## src/ift_regs.svh

```systemverilog
// register offsets, field positions and timing counts of the inductive flag
// and temperature block; assumes an 8-bit register port with byte addresses
`ifndef IFT_REGS_SVH
`define IFT_REGS_SVH

// ------------------------------------------------------------------
// register offsets
// ------------------------------------------------------------------
`define IFT_OFS_GLOBAL_EVENT   8'h11
`define IFT_OFS_BAND_FLAGS     8'h13
`define IFT_OFS_BAND_OUT_LO    8'h14
`define IFT_OFS_BAND_OUT_HI    8'h15
`define IFT_OFS_TEMP_FLAGS     8'h19
`define IFT_OFS_TEMP_OUT_LO    8'h1a
`define IFT_OFS_TEMP_OUT_HI    8'h1b
`define IFT_OFS_TEMP_SETTINGS  8'hc0
`define IFT_OFS_TEMP_GAIN_SEL  8'hc1
`define IFT_OFS_TEMP_CAL_MUL   8'hc2
`define IFT_OFS_TEMP_CAL_DIV   8'hc3
`define IFT_OFS_TEMP_CAL_OFS   8'hc4

// ------------------------------------------------------------------
// field positions
// ------------------------------------------------------------------
`define IFT_EV_METAL_BIT       0
`define IFT_EV_BAND_BIT        3
`define IFT_EV_TEMP_BIT        4
`define IFT_BF_NEAR_BIT        5
`define IFT_BF_TOUCH_BIT       6
`define IFT_BF_SIGN_BIT        7
`define IFT_TF_TRIP_BIT        7
`define IFT_TS_RESEED_EN_BIT   7
`define IFT_TS_THRESH_MSB      3
`define IFT_NUM_SHIFT          19

// ------------------------------------------------------------------
// reset values
// ------------------------------------------------------------------
`define IFT_RST_TEMP_SETTINGS  8'h80
`define IFT_RST_TEMP_GAIN_SEL  8'h00
`define IFT_RST_TEMP_CAL_MUL   8'h00
`define IFT_RST_TEMP_CAL_DIV   8'h00
`define IFT_RST_TEMP_CAL_OFS   8'h00
`define IFT_RST_BYTE           8'h00
`define IFT_RST_WORD           16'h0000

// ------------------------------------------------------------------
// timing counts
// ------------------------------------------------------------------
`define IFT_DIV_STEPS          5'd28

`endif

```

## src/ift_pkg.sv

```systemverilog
// types shared by the inductive flag and temperature block
// assumes nothing of its surroundings
package ift_pkg;

    typedef enum logic [0:0] {
        IFT_IDLE = 1'b0,
        IFT_DIV  = 1'b1
    } ift_state_e;

    typedef logic [7:0] ift_byte_t;

endpackage

```

## src/ift_core.sv

```systemverilog
// result registers of the inductive detectors and the temperature computation
// assumes a sensing engine on ref_clk that pulses cycle_done with stable results
// and a serial protocol engine that turns bus frames into register strobes
//
// What this block does
// - metal on inductive channels zero-two sets bit0
// - enabled band processing detecting metal sets bit3
// - band flags: near bit5, touch bit6
// - band flags bit7 is count-above-average sign
// - band magnitude 16 bits, low byte first
// - temperature change triggers reseed of other channels
// - temperature equals a times two^19 over b-count plus c
// - temperature input is channel three only
// - multiplier register plus one, range 1-256
// - divider register plus one, range 1-256
// - offset register, zero to 255, added
// - legacy layout packs two nibbles, offset follows
// - factory parts load a, b, c, fine from storage
// - firmware two runs without magnetic channels
// - channel three gain select register exists
// - temperature trip sets global event bit4
// - temperature trip sets temperature flags bit7
// - temperature result 16 bits, low byte first
`timescale 1ns/1ps
`include "ift_regs.svh"

module ift_core #(
    parameter int FW_VERSION    = 2,
    parameter bit LEGACY_LAYOUT = 1'b0
) (
    input  wire logic        ref_clk,
    input  wire logic        srst,
    input  wire logic [7:0]  reg_addr,
    input  wire logic        reg_wr,
    input  wire logic [7:0]  reg_wdata,
    input  wire logic        reg_rd,
    output logic      [7:0]  reg_rdata,
    output logic             reg_rvalid,
    input  wire logic        cycle_done,
    input  wire logic [2:0]  ch_inductive_cfg,
    input  wire logic [2:0]  ch_metal_det,
    input  wire logic        band_enable,
    input  wire logic        band_detect,
    input  wire logic        band_near,
    input  wire logic        band_touch,
    input  wire logic        band_above_avg,
    input  wire logic [15:0] band_magnitude,
    input  wire logic [15:0] temperature_channel_count,
    input  wire logic        magnetic_ch_en,
    input  wire logic        otp_load,
    input  wire logic [7:0]  otp_mul,
    input  wire logic [7:0]  otp_div,
    input  wire logic [7:0]  otp_ofs,
    input  wire logic [3:0]  otp_fine,
    output logic             reseed_req,
    output logic [7:0]       temp_gain_select
);

    initial begin
        if (FW_VERSION < 0 || FW_VERSION > 2) begin
            $error("FW_VERSION must be 0, 1 or 2");
        end
    end

    // ------------------------------------------------------------------
    // register write decode and writable registers
    // ------------------------------------------------------------------
    wire sel_set = reg_wr && (reg_addr == `IFT_OFS_TEMP_SETTINGS);
    wire sel_gain = reg_wr && (reg_addr == `IFT_OFS_TEMP_GAIN_SEL);
    wire sel_mul = reg_wr && (reg_addr == `IFT_OFS_TEMP_CAL_MUL);
    wire sel_div = reg_wr && (reg_addr == `IFT_OFS_TEMP_CAL_DIV);
    wire sel_ofs = reg_wr && (reg_addr == `IFT_OFS_TEMP_CAL_OFS) && !LEGACY_LAYOUT;

    ift_pkg::ift_byte_t settings_r;
    ift_pkg::ift_byte_t gain_r;
    ift_pkg::ift_byte_t mul_r;
    ift_pkg::ift_byte_t div_r;
    ift_pkg::ift_byte_t ofs_r;

    // storage load takes precedence over a master write in the same cycle
    always_ff @(posedge ref_clk) begin
        if (srst) begin
            settings_r <= `IFT_RST_TEMP_SETTINGS;
            gain_r     <= `IFT_RST_TEMP_GAIN_SEL;
            mul_r      <= `IFT_RST_TEMP_CAL_MUL;
            div_r      <= `IFT_RST_TEMP_CAL_DIV;
            ofs_r      <= `IFT_RST_TEMP_CAL_OFS;
        end else if (otp_load) begin
            gain_r <= {4'h0, otp_fine};
            mul_r  <= LEGACY_LAYOUT ? {otp_mul[3:0], otp_div[3:0]} : otp_mul;
            div_r  <= LEGACY_LAYOUT ? otp_ofs : otp_div;
            ofs_r  <= otp_ofs;
        end else begin
            if (sel_set) settings_r <= reg_wdata;
            if (sel_gain) gain_r <= reg_wdata;
            if (sel_mul) mul_r <= reg_wdata;
            if (sel_div) div_r <= reg_wdata;
            if (sel_ofs) ofs_r <= reg_wdata;
        end
    end

    assign temp_gain_select = gain_r;

    // ------------------------------------------------------------------
    // calibration constants in effect
    // ------------------------------------------------------------------
    // legacy: nibbles at the first register, offset at the next one
    wire [8:0] eff_mul = LEGACY_LAYOUT ? {5'h00, mul_r[7:4]} + 9'h001
                                       : {1'b0, mul_r} + 9'h001;
    wire [8:0] eff_div = LEGACY_LAYOUT ? {5'h00, mul_r[3:0]} + 9'h001
                                       : {1'b0, div_r} + 9'h001;
    wire [7:0] eff_ofs = LEGACY_LAYOUT ? div_r : ofs_r;

    // ------------------------------------------------------------------
    // inductive results, captured at the end of each sensing cycle
    // ------------------------------------------------------------------
    wire       metal_detect_event = |(ch_metal_det & ch_inductive_cfg);
    wire       band_processing_event = band_enable && band_detect;
    wire [7:0] band_flags_nxt = {band_above_avg, band_touch, band_near, 5'h00};

    logic       ev_metal_r;
    logic       ev_band_r;
    logic       ev_temp_r;
    logic [7:0] band_flags_r;
    logic [15:0] band_out_r;

    always_ff @(posedge ref_clk) begin
        if (srst) begin
            ev_metal_r   <= 1'b0;
            ev_band_r    <= 1'b0;
            band_flags_r <= `IFT_RST_BYTE;
            band_out_r   <= `IFT_RST_WORD;
        end else if (cycle_done) begin
            ev_metal_r   <= metal_detect_event;
            ev_band_r    <= band_processing_event;
            band_flags_r <= band_flags_nxt;
            band_out_r   <= band_magnitude;
        end
    end

    // ------------------------------------------------------------------
    // temperature divider: (a << 19) / (b * count), restoring, one bit a cycle
    // ------------------------------------------------------------------
    // old firmware only runs with the magnetic channels active
    wire temp_run_ok = (FW_VERSION >= 2) || magnetic_ch_en;
    wire [24:0] den_nxt = 25'(eff_div * temperature_channel_count);
    wire start = cycle_done && temp_run_ok && (temperature_channel_count != 16'h0000);

    ift_pkg::ift_state_e state_r;
    logic [27:0] quo_r;
    logic [25:0] rem_r;
    logic [24:0] den_r;
    logic [4:0]  step_r;
    logic [7:0]  ofs_cap_r;

    wire [25:0] rem_sh = {rem_r[24:0], quo_r[27]};
    wire        fits   = rem_sh >= {1'b0, den_r};
    wire [25:0] rem_nxt = fits ? rem_sh - {1'b0, den_r} : rem_sh;
    wire [27:0] quo_nxt = {quo_r[26:0], fits};
    wire        div_last = (state_r == ift_pkg::IFT_DIV) && (step_r == 5'd1);

    always_ff @(posedge ref_clk) begin
        if (srst) begin
            state_r   <= ift_pkg::IFT_IDLE;
            quo_r     <= 28'h000_0000;
            rem_r     <= 26'h000_0000;
            den_r     <= 25'h000_0000;
            step_r    <= 5'd0;
            ofs_cap_r <= `IFT_RST_BYTE;
        end else begin
            unique case (state_r)
                ift_pkg::IFT_IDLE: begin
                    if (start) begin
                        quo_r     <= {eff_mul, 19'h0_0000};
                        rem_r     <= 26'h000_0000;
                        den_r     <= den_nxt;
                        step_r    <= `IFT_DIV_STEPS;
                        ofs_cap_r <= eff_ofs;
                        state_r   <= ift_pkg::IFT_DIV;
                    end
                end
                ift_pkg::IFT_DIV: begin
                    quo_r  <= quo_nxt;
                    rem_r  <= rem_nxt;
                    step_r <= step_r - 5'd1;
                    if (step_r == 5'd1) begin
                        state_r <= ift_pkg::IFT_IDLE;
                    end
                end
            endcase
        end
    end

    // ------------------------------------------------------------------
    // temperature result, trip and reseed
    // ------------------------------------------------------------------
    wire [28:0] temp_sum = {1'b0, quo_nxt} + {21'h00_0000, ofs_cap_r};
    wire [15:0] temp_sat = (temp_sum[28:16] != 13'h0000) ? 16'hffff
                                                         : temp_sum[15:0];
    logic [15:0] temp_out_r;
    logic        have_temp_r;
    wire  [15:0] temp_delta = (temp_sat > temp_out_r) ? temp_sat - temp_out_r
                                                      : temp_out_r - temp_sat;
    wire  [15:0] thresh = {12'h000, settings_r[`IFT_TS_THRESH_MSB:0]};
    wire         trip_nxt = have_temp_r && (temp_delta > thresh);
    logic        trip_r;

    always_ff @(posedge ref_clk) begin
        if (srst) begin
            temp_out_r  <= `IFT_RST_WORD;
            have_temp_r <= 1'b0;
            trip_r      <= 1'b0;
            ev_temp_r   <= 1'b0;
            reseed_req  <= 1'b0;
        end else begin
            reseed_req <= 1'b0;
            if (div_last) begin
                temp_out_r  <= temp_sat;
                have_temp_r <= 1'b1;
                trip_r      <= trip_nxt;
                ev_temp_r   <= trip_nxt;
                reseed_req  <= trip_nxt && settings_r[`IFT_TS_RESEED_EN_BIT];
            end
        end
    end

    // ------------------------------------------------------------------
    // register read port, one cycle after the read strobe
    // ------------------------------------------------------------------
    wire [7:0] global_event = {3'h0, ev_temp_r, ev_band_r, 2'h0, ev_metal_r};
    logic [7:0] rd_mux;

    always_comb begin
        rd_mux = 8'h00;
        unique case (reg_addr)
            `IFT_OFS_GLOBAL_EVENT:  rd_mux = global_event;
            `IFT_OFS_BAND_FLAGS:    rd_mux = band_flags_r;
            `IFT_OFS_BAND_OUT_LO:   rd_mux = band_out_r[7:0];
            `IFT_OFS_BAND_OUT_HI:   rd_mux = band_out_r[15:8];
            `IFT_OFS_TEMP_FLAGS:    rd_mux = {trip_r, 7'h00};
            `IFT_OFS_TEMP_OUT_LO:   rd_mux = temp_out_r[7:0];
            `IFT_OFS_TEMP_OUT_HI:   rd_mux = temp_out_r[15:8];
            `IFT_OFS_TEMP_SETTINGS: rd_mux = settings_r;
            `IFT_OFS_TEMP_GAIN_SEL: rd_mux = gain_r;
            `IFT_OFS_TEMP_CAL_MUL:  rd_mux = mul_r;
            `IFT_OFS_TEMP_CAL_DIV:  rd_mux = div_r;
            `IFT_OFS_TEMP_CAL_OFS:  rd_mux = LEGACY_LAYOUT ? 8'h00 : ofs_r;
            default:                rd_mux = 8'h00;
        endcase
    end

    always_ff @(posedge ref_clk) begin
        if (srst) begin
            reg_rdata  <= `IFT_RST_BYTE;
            reg_rvalid <= 1'b0;
        end else begin
            reg_rvalid <= reg_rd;
            if (reg_rd) reg_rdata <= rd_mux;
        end
    end
endmodule

```

## config.mk

```make
export PLATFORM = sky130hd
export DESIGN_NAME = ift_core
export DESIGN_NICKNAME = d
export VERILOG_FILES = /design/src/ift_pkg.sv /design/src/ift_core.sv
export VERILOG_INCLUDE_DIRS = /design/src /design/src/src
export SDC_FILE = /design/constraint.sdc
export NUM_CORES = 1
export LEC_CHECK = 0
export BUFFER_PORTS_ARGS = -buffer_cell sky130_fd_sc_hd__buf_2
export CAP_MARGIN = 30
export CORE_ASPECT_RATIO = 0.8
export CORE_UTILIZATION = 55
export DETAILED_ROUTE_END_ITERATION = 6
export PLACE_DENSITY_LB_ADDON = 0.15
export SLEW_MARGIN = 20
export SYNTH_ARGS = -nofsm -noshare
export SYNTH_HDL_FRONTEND = slang
export SYNTH_SLANG_ARGS = --single-unit
```

## constraint.sdc

```tcl
create_clock -name ref_clk -period 8.2 [get_ports ref_clk]
set_input_delay 0.82 -clock ref_clk [delete_from_list [all_inputs] [get_ports ref_clk]]
set_output_delay 0.82 -clock ref_clk [all_outputs]
set_load 0.02 [all_outputs]
```

; Word-level counts from Yosys, hierarchy flattened
; Index checks and enable logic that the tools add are counted.
[totals]
reg_bits = 181
latch_bits = 0
mem_bits_rw = 0
romBits = 0
input_bits = 94
output_inout_bits = 18
elab_cells = 93
memories = 0
[classes]
addsub = 7
mul = 1
div_mod_pow = 0
magnitude_cmp = 3
eq_ne = 14
n_shift = 0
mux = 21
bitwise = 4
reduce_logical = 21
[ops]
columns = cell, count
row1 = 8-bit one-hot mux with 12 select lines, 1
row2 = "8-bit by 5-bit equality test with 1-bit output, second input constant", 7
row3 = 28-bit one-hot mux with 2 select lines, 1
row4 = 25-bit two-way mux, 2
row5 = 25-bit one-hot mux with 2 select lines, 1
row6 = 8-bit two-way mux, 6
row7 = "8-bit equality test, second input constant", 5
row8 = 16-bit two-way mux, 2
row9 = 16-bit subtractor, 2
row10 = 28-bit by 8-bit adder with 29-bit output, 1
row11 = 28-bit two-way mux, 1
row12 = 26-bit by 25-bit >= comparator with 1-bit output, 1
row13 = 9-bit by 16-bit multiplier with 25-bit output, 1
row14 = 25-bit subtractor, 1
row15 = "8-bit by 1-bit adder with 9-bit output, second input constant", 2
row16 = 16-bit > comparator, 1
row17 = 16-bit by 4-bit > comparator with 1-bit output, 1
row18 = 16-bit nonzero test, 1
row19 = 13-bit nonzero test, 1
row20 = 1-bit logical AND, 10
row21 = 5-bit one-hot mux with 2 select lines, 1
row22 = 4-bit two-way mux, 2
row23 = 2-bit nonzero test, 4
row24 = "5-bit by 1-bit equality test with 1-bit output, second input constant", 1
row25 = other kinds (10), 15

; Depth between registers and ports, before layout
[depth]
depth_word = 9
ltp_mapped = 47
ltp_nobuf = 42

; Worst setup path before layout
; Ideal clock, no wire load.
[synth_path]
path_kind = register -> register
from = register quo_r[27]
to = register trip_r
setup_ns = 0.132
arrival_time_ns = 8.693
required_time_ns = 8.068
setup_slack_ns = -0.626
path_stages_with_launch = 46
n_path_buf = 4
period_less_slack_ns = 8.826
cell_sequence = dfxtp_1 inv_1 ha_1 fa_1 nor2b_1 o21bai_1 a211o_1 o211ai_2 a31oi_1 a31o_2 o221ai_4 buf_2 ha_1 inv_1 fa_1 nor2b_1 o21a_1 o21ai_4 [... 10 more ...] o21ai_1 a21oi_2 o2111a_1 o21ai_0 buf_2 nand3b_1 o31a_1 xor2_1 ha_1 and4_1 a21oi_1 or4_1 a2111oi_0 nand4_1 o221ai_2 o2111ai_1 o211ai_2 a21oi_1
[synth_via]
elab_chain_len = 8
word_cells_on_any_way = 10
classes_between = add/sub (3) / order compare (3) / mux (2) / reduce/logical (2)
[synth_rtl]
columns = element, line
row1 = "start, declared", ift_core.sv:150  ; logic [27:0] quo_r;
row2 = "start signal, assigned", ift_core.sv:174  ; quo_r <= {eff_mul, 19'h0_0000};
row3 = "start signal, assigned", ift_core.sv:183  ; quo_r <= quo_nxt;
row4 = 26-bit by 25-bit >= comparator with 1-bit output (*), ift_core.sv:157  ; wire fits = rem_sh >= {1'b0, den_r};
row5 = 28-bit by 8-bit adder with 29-bit output (*), ift_core.sv:197  ; wire [28:0] temp_sum = {1'b0, quo_nxt} + {21'h00_0000, ofs_cap_r};
row6 = 13-bit nonzero test, ift_core.sv:198  ; wire [15:0] temp_sat = (temp_sum[28:16] != 13'h0000) ? 16'hffff
row7 = 16-bit two-way mux (*), ift_core.sv:198
row8 = via temp_sat[2], ift_core.sv:198
row9 = 16-bit subtractor (tied with other cells), ift_core.sv:203  ; : temp_out_r - temp_sat;
row10 = 16-bit two-way mux (*), ift_core.sv:202  ; wire [15:0] temp_delta = (temp_sat > temp_out_r) ? temp_sat - temp_out_r
row11 = 16-bit by 4-bit > comparator with 1-bit output (*), ift_core.sv:205  ; wire trip_nxt = have_temp_r && (temp_delta > thresh);
row12 = 1-bit logical AND (*), ift_core.sv:205
row13 = "end signal, assigned", ift_core.sv:220  ; trip_r <= trip_nxt;
row14 = "end, declared", ift_core.sv:206  ; logic trip_r;
; The timed path passes the listed nets; every way through them passes the cells marked *.
; A chain may end at the register's enable or synchronous reset.

; Worst setup path in the final report
[layout_path]
from = register quo_r[27]
to = register trip_r
[layout_via]
elab_chain_len = 8
word_cells_on_any_way = 10
classes_between = add/sub (3) / order compare (3) / mux (2) / reduce/logical (2)
[layout_rtl]
columns = element, line
row1 = 26-bit by 25-bit >= comparator with 1-bit output (*), ift_core.sv:157
row2 = 28-bit by 8-bit adder with 29-bit output (*), ift_core.sv:197
row3 = 13-bit nonzero test, ift_core.sv:198
row4 = 16-bit two-way mux (*), ift_core.sv:198
row5 = 16-bit subtractor (tied with other cells), ift_core.sv:203
row6 = 16-bit two-way mux (*), ift_core.sv:202
row7 = 16-bit by 4-bit > comparator with 1-bit output (*), ift_core.sv:205
row8 = 1-bit logical AND (*), ift_core.sv:205
; Mark *: on every way between the ends. The rest lies on a longest branch, timed or not.

==> impl_summary.log <==
[metrics] cell area after placement: 18,000 um^2
[metrics] worst-case headroom to the max-slew limit: between 30% and 40%
[metrics] number of antenna violations at the first check in global routing: 0
[metrics] type of the setup path with the least slack: register to register
[metrics] detailed placer's ending HPWL: roughly 35,000 um
[metrics] residual DRC count: 0
[metrics] startpoint types: register
[metrics] worst hold path type: register to register
[metrics] Fin Clk Skew: roughly 0.016 ns
[metrics] Die Footprint: 30,200 um^2
[metrics] number of hold-repair buffers added at the cts stage: 0
[metrics] maximum buffer depth of the clock tree: 2
[metrics] clock transition at the registers of the reported paths: ~0.080 ns
[metrics] net count after synthesis: approximately 2,400
[metrics] share of the yosys chip area belonging to registers: about 22%
[metrics] pins over their slew limit: 0
[metrics] die height: ~160 um
[metrics] switching power of the nets: roughly 2.1 mW
[metrics] number of setup violations in the final report: 2
[metrics] period utilization: 105%
[metrics] clock tree sinks: 181
[metrics] Final Net Count: 2,576
[metrics] critical path fanouts, max: 8
[metrics] count of filler cells inserted in the layout: approximately 2,400
[metrics] core footprint: between 20,000 and 30,000 um^2
[metrics] leading cell types in the layout, fill and taps excluded: 255 x sky130_fd_sc_hd__nand2_1, 235 x sky130_fd_sc_hd__nor2_1, 188 x sky130_fd_sc_hd__buf_4
[metrics] wire length of the first global-routing pass: ~75,000 um
[metrics] failing checks: setup timing
[metrics] number of enable-type register cells in the synthesized netlist: 0
[metrics] dominant synthesized flop cell: sky130_fd_sc_hd__dfxtp_1
[metrics] Non-Filler Cell Area, Final: between 15,000 and 20,000 um^2
[metrics] max_cap viols: 0
[metrics] number of nets with antenna violations after routing: 0
[metrics] fraction of final layout cells sized beyond drive strength 1: between 15 and 20%
[metrics] Sw Ratio: 42.2%
[metrics] maximum vdd ir drop: ~0.00023 V
[metrics] vias in the first global route: between 10,000 and 15,000
[metrics] Rows: 55
[metrics] Comb pwr share: 62.0%
[metrics] Routability Congestion: approximately 0.96
[metrics] count of mapped cells out of synthesis: a little over 2,000
[metrics] measured slew at the worst slew-check pin: ~0.97 ns
[metrics] overflow left after global routing: 0
[metrics] Worst Hold Margin: about 0.46 ns
[metrics] maximum achievable frequency: between 100 and 150 MHz
[metrics] master cell of the clock root buffer: sky130_fd_sc_hd__clkbuf_16
[metrics] total routing resource utilization after global routing: slightly above 30%
[metrics] Crit. End Element: register
[metrics] launch point of the critical path: quo_r[27]$_SDFFE_PP0P_
[metrics] Pwr per Cell Area: between 200 and 300 nW/um^2
[metrics] clock network power share: 17.1%
[metrics] part of the total power dissipated in sequential elements: between 20% and 30%
[metrics] Starting Density: about 57%
[metrics] final worst setup slack: -0.378 ns
[metrics] CTS tree: built
[metrics] cell leakage power: between 8 and 9 nW
[metrics] Unique masters post-synth: between 80 and 90
[metrics] worst hold path startpoint: den_r[10]$_SDFFE_PP0P_
[metrics] Max stage delay cell, worst path: sky130_fd_sc_hd__or4_4
[metrics] longest individual stage delay on the worst path: 0.45 ns
[metrics] H-tree lvl count: 4
[metrics] vias: approximately 15,000
[metrics] required time at the endpoint of the critical path: 8.50 ns
[metrics] P_int: roughly 2.9 mW
[metrics] Yosys warnings: 0
[metrics] post-synthesis async set-or-reset flop share: 0%
[metrics] Worst R2R Start: quo_r[27]$_SDFFE_PP0P_
[metrics] kind of cell adding the most delay to the critical path: compound AO/OA/AOI/OAI gates
[metrics] average wire per standard cell: roughly 17 um
[metrics] via count normalized by instance count: between 5 and 6
[metrics] number of hold violations in the final report: 0
[metrics] synthesized area divided by synthesized cell count: 7.90 um^2
[metrics] number of top-level pins: between 100 and 150
[metrics] number of buffers created by CTS: 17
[metrics] synthesis-to-layout area growth: 18.1%
[metrics] maximum number of pins on one net before global-route repair: 88
[metrics] Critical path buffers and inverters: 5
[metrics] floorplan die width: approximately 190 um
[metrics] minimum clock period after layout: about 8.6 ns
[metrics] netlist area before placement: around 16,000 um^2
[metrics] quantity of I/O buffers inserted on ports: 110
[metrics] commonest non-fill, non-tap cell in the layout: sky130_fd_sc_hd__nand2_1
[metrics] result of the run: complete, but fails checks
[metrics] cell repeated most along the worst path: sky130_fd_sc_hd__a21oi_2
[metrics] worst-skew pair later-pin latency: roughly 0.45 ns
[metrics] Pre-antenna DRT Iters: 6
[metrics] Data arrival, critical path: about 9 ns
[metrics] number of DRC markers after the initial detailed-route iteration: around 1,200
[metrics] unrepaired setup endpoints after global routing: yes
[metrics] Total Routed Length: between 40,000 and 50,000 um
[metrics] synthesized flop and latch total: between 150 and 200
power by group through the flow:
stage / sequential (mW) / combinational [mW] / clock, mW
3_3_place_gp: 1.06 / 2.81 / 0
2_1_floorplan: 1.05 / 2.03 / 0
4_1_cts: 1.05 / 3.00 / 0.865
3_5_place_dp: 1.07 / 2.86 / 0
5_1_grt: 1.06 / 3.41 / 0.905
6_report: 1.05 / 3.09 / 0.852
cell usage after synthesis, drive strengths merged, types with 26 or more instances:
master | instances | area, um^2
nand2 | 256 | 961
nor2 | 237 | 890
a21oi | 190 | 955
dfxtp | 181 | 3620
inv | 178 | 668
ha | 117 | 1460
fa | 103 | 2060
clkbuf | 85 | 319
o21ai | 73 | 377
mux2i | 69 | 691
nor2b | 61 | 382
nand3 | 47 | 235
a211oi | 36 | 270
xnor2 | 36 | 315
nand2b | 33 | 206
xor2 | 33 | 289
buf | 28 | 156
nor3 | 26 | 130
layout make-up:
type | instances | area (um^2) | area share, %
Timing Repair Buffer | 303 | 2070 | 10.8
Antenna cell | 1 | 2.50 | 0.0131
Multi-Input combinational cell | 1581 | 11700 | 61.2
Clock inverter | 15 | 191 | 0.999
Tap cell | 370 | 463 | 2.42
Inverter | 178 | 668 | 3.49
Clock buffer | 17 | 425 | 2.22
Sequential cell | 181 | 3630 | 18.9
logic make-up (layout without fill, tap and decap cells):
kind of cell / Yosys count / after routing / synth area share, %
buf+inv: 291 / 513 / 7.05
fa+ha+maj: 220 / 220 / 21.7
simple gates: 765 / 765 / 21.9
mux: 77 / 77 / 5.18
xor+xnor: 69 / 69 / 3.72
flops: 181 / 181 / 22.3
compound gates: 450 / 450 / 18.1
other cells: 0 / 1 / 0
final timing paths:
path | end | cells past startpoint | slack [ns]
setup / recovery | trip_r$_SDFFE_PP0P_ | 44 | -0.38
hold / removal | den_r[10]$_SDFFE_PP0P_ | 2 | 0.46
setup reg to reg | trip_r$_SDFFE_PP0P_ | 44 | -0.38
hold reg to reg | den_r[10]$_SDFFE_PP0P_ | 2 | 0.46
worst register-to-register path: cells and delay by family, from the launching register on:
kind / cells / cell delay, ns
DFF: 1 / 0.33
adders and majority gates: 7 / 1.93
xor gates and xnor gates: 1 / 0.15
AOI/OAI and AO/OA: 22 / 3.91
buffers and inverters: 5 / 0.54
and+or+nand+nor: 9 / 1.61
through the flow:
stage | util, % | setup WS (ns) | power (mW) | TNS [ns] | std cells
CTS | 66.3 | -0.422 | 4.91 | -0.786 | 2638
detailed placement | 62.9 | -0.652 | 3.93 | -1.30 | 2576
floorplan | - | -0.0669 | 3.07 | -0.0669 | 2053
global placement | 62.9 | -0.530 | 3.88 | -1.01 | 2575
finish | 66.9 | -0.378 | 5.00 | -0.710 | 2646
global route | 66.9 | -0.800 | 5.37 | -1.55 | 2645
sequential cells by signal, summed over array words and instances (netlist names), 3 cells and up:
| signal | count |
|---|---|
| eff_ofs | 8 |
| settings_r | 8 |
| reg_rdata | 8 |
| rem_r | 25 |
| mul_r | 8 |
| band_out_r | 16 |
| temp_gain_select | 8 |
| temp_out_r | 16 |
| div_r | 8 |
| band_flags_r | 3 |
| quo_r | 28 |
| ofs_cap_r | 8 |
| den_r | 25 |
| step_r | 5 |
metal layers:
layer  GRT usage [%]  vias up  wire, um
li1                -     7394         -
met1            46.4     7231     22600
met2            45.7      569     19200
met3            5.23       74      3480
met4            8.09        0       893
met5               0        -         0
repair_timing:
item / CTS / global route
pin swaps: 15 / 17
endpoints found under the setup margin: 2 / 2
buffers inserted: 29 / 5
gates cloned: 1 / 0
resized for setup: 26 / 16
Power figures use the tool's default switching activity.
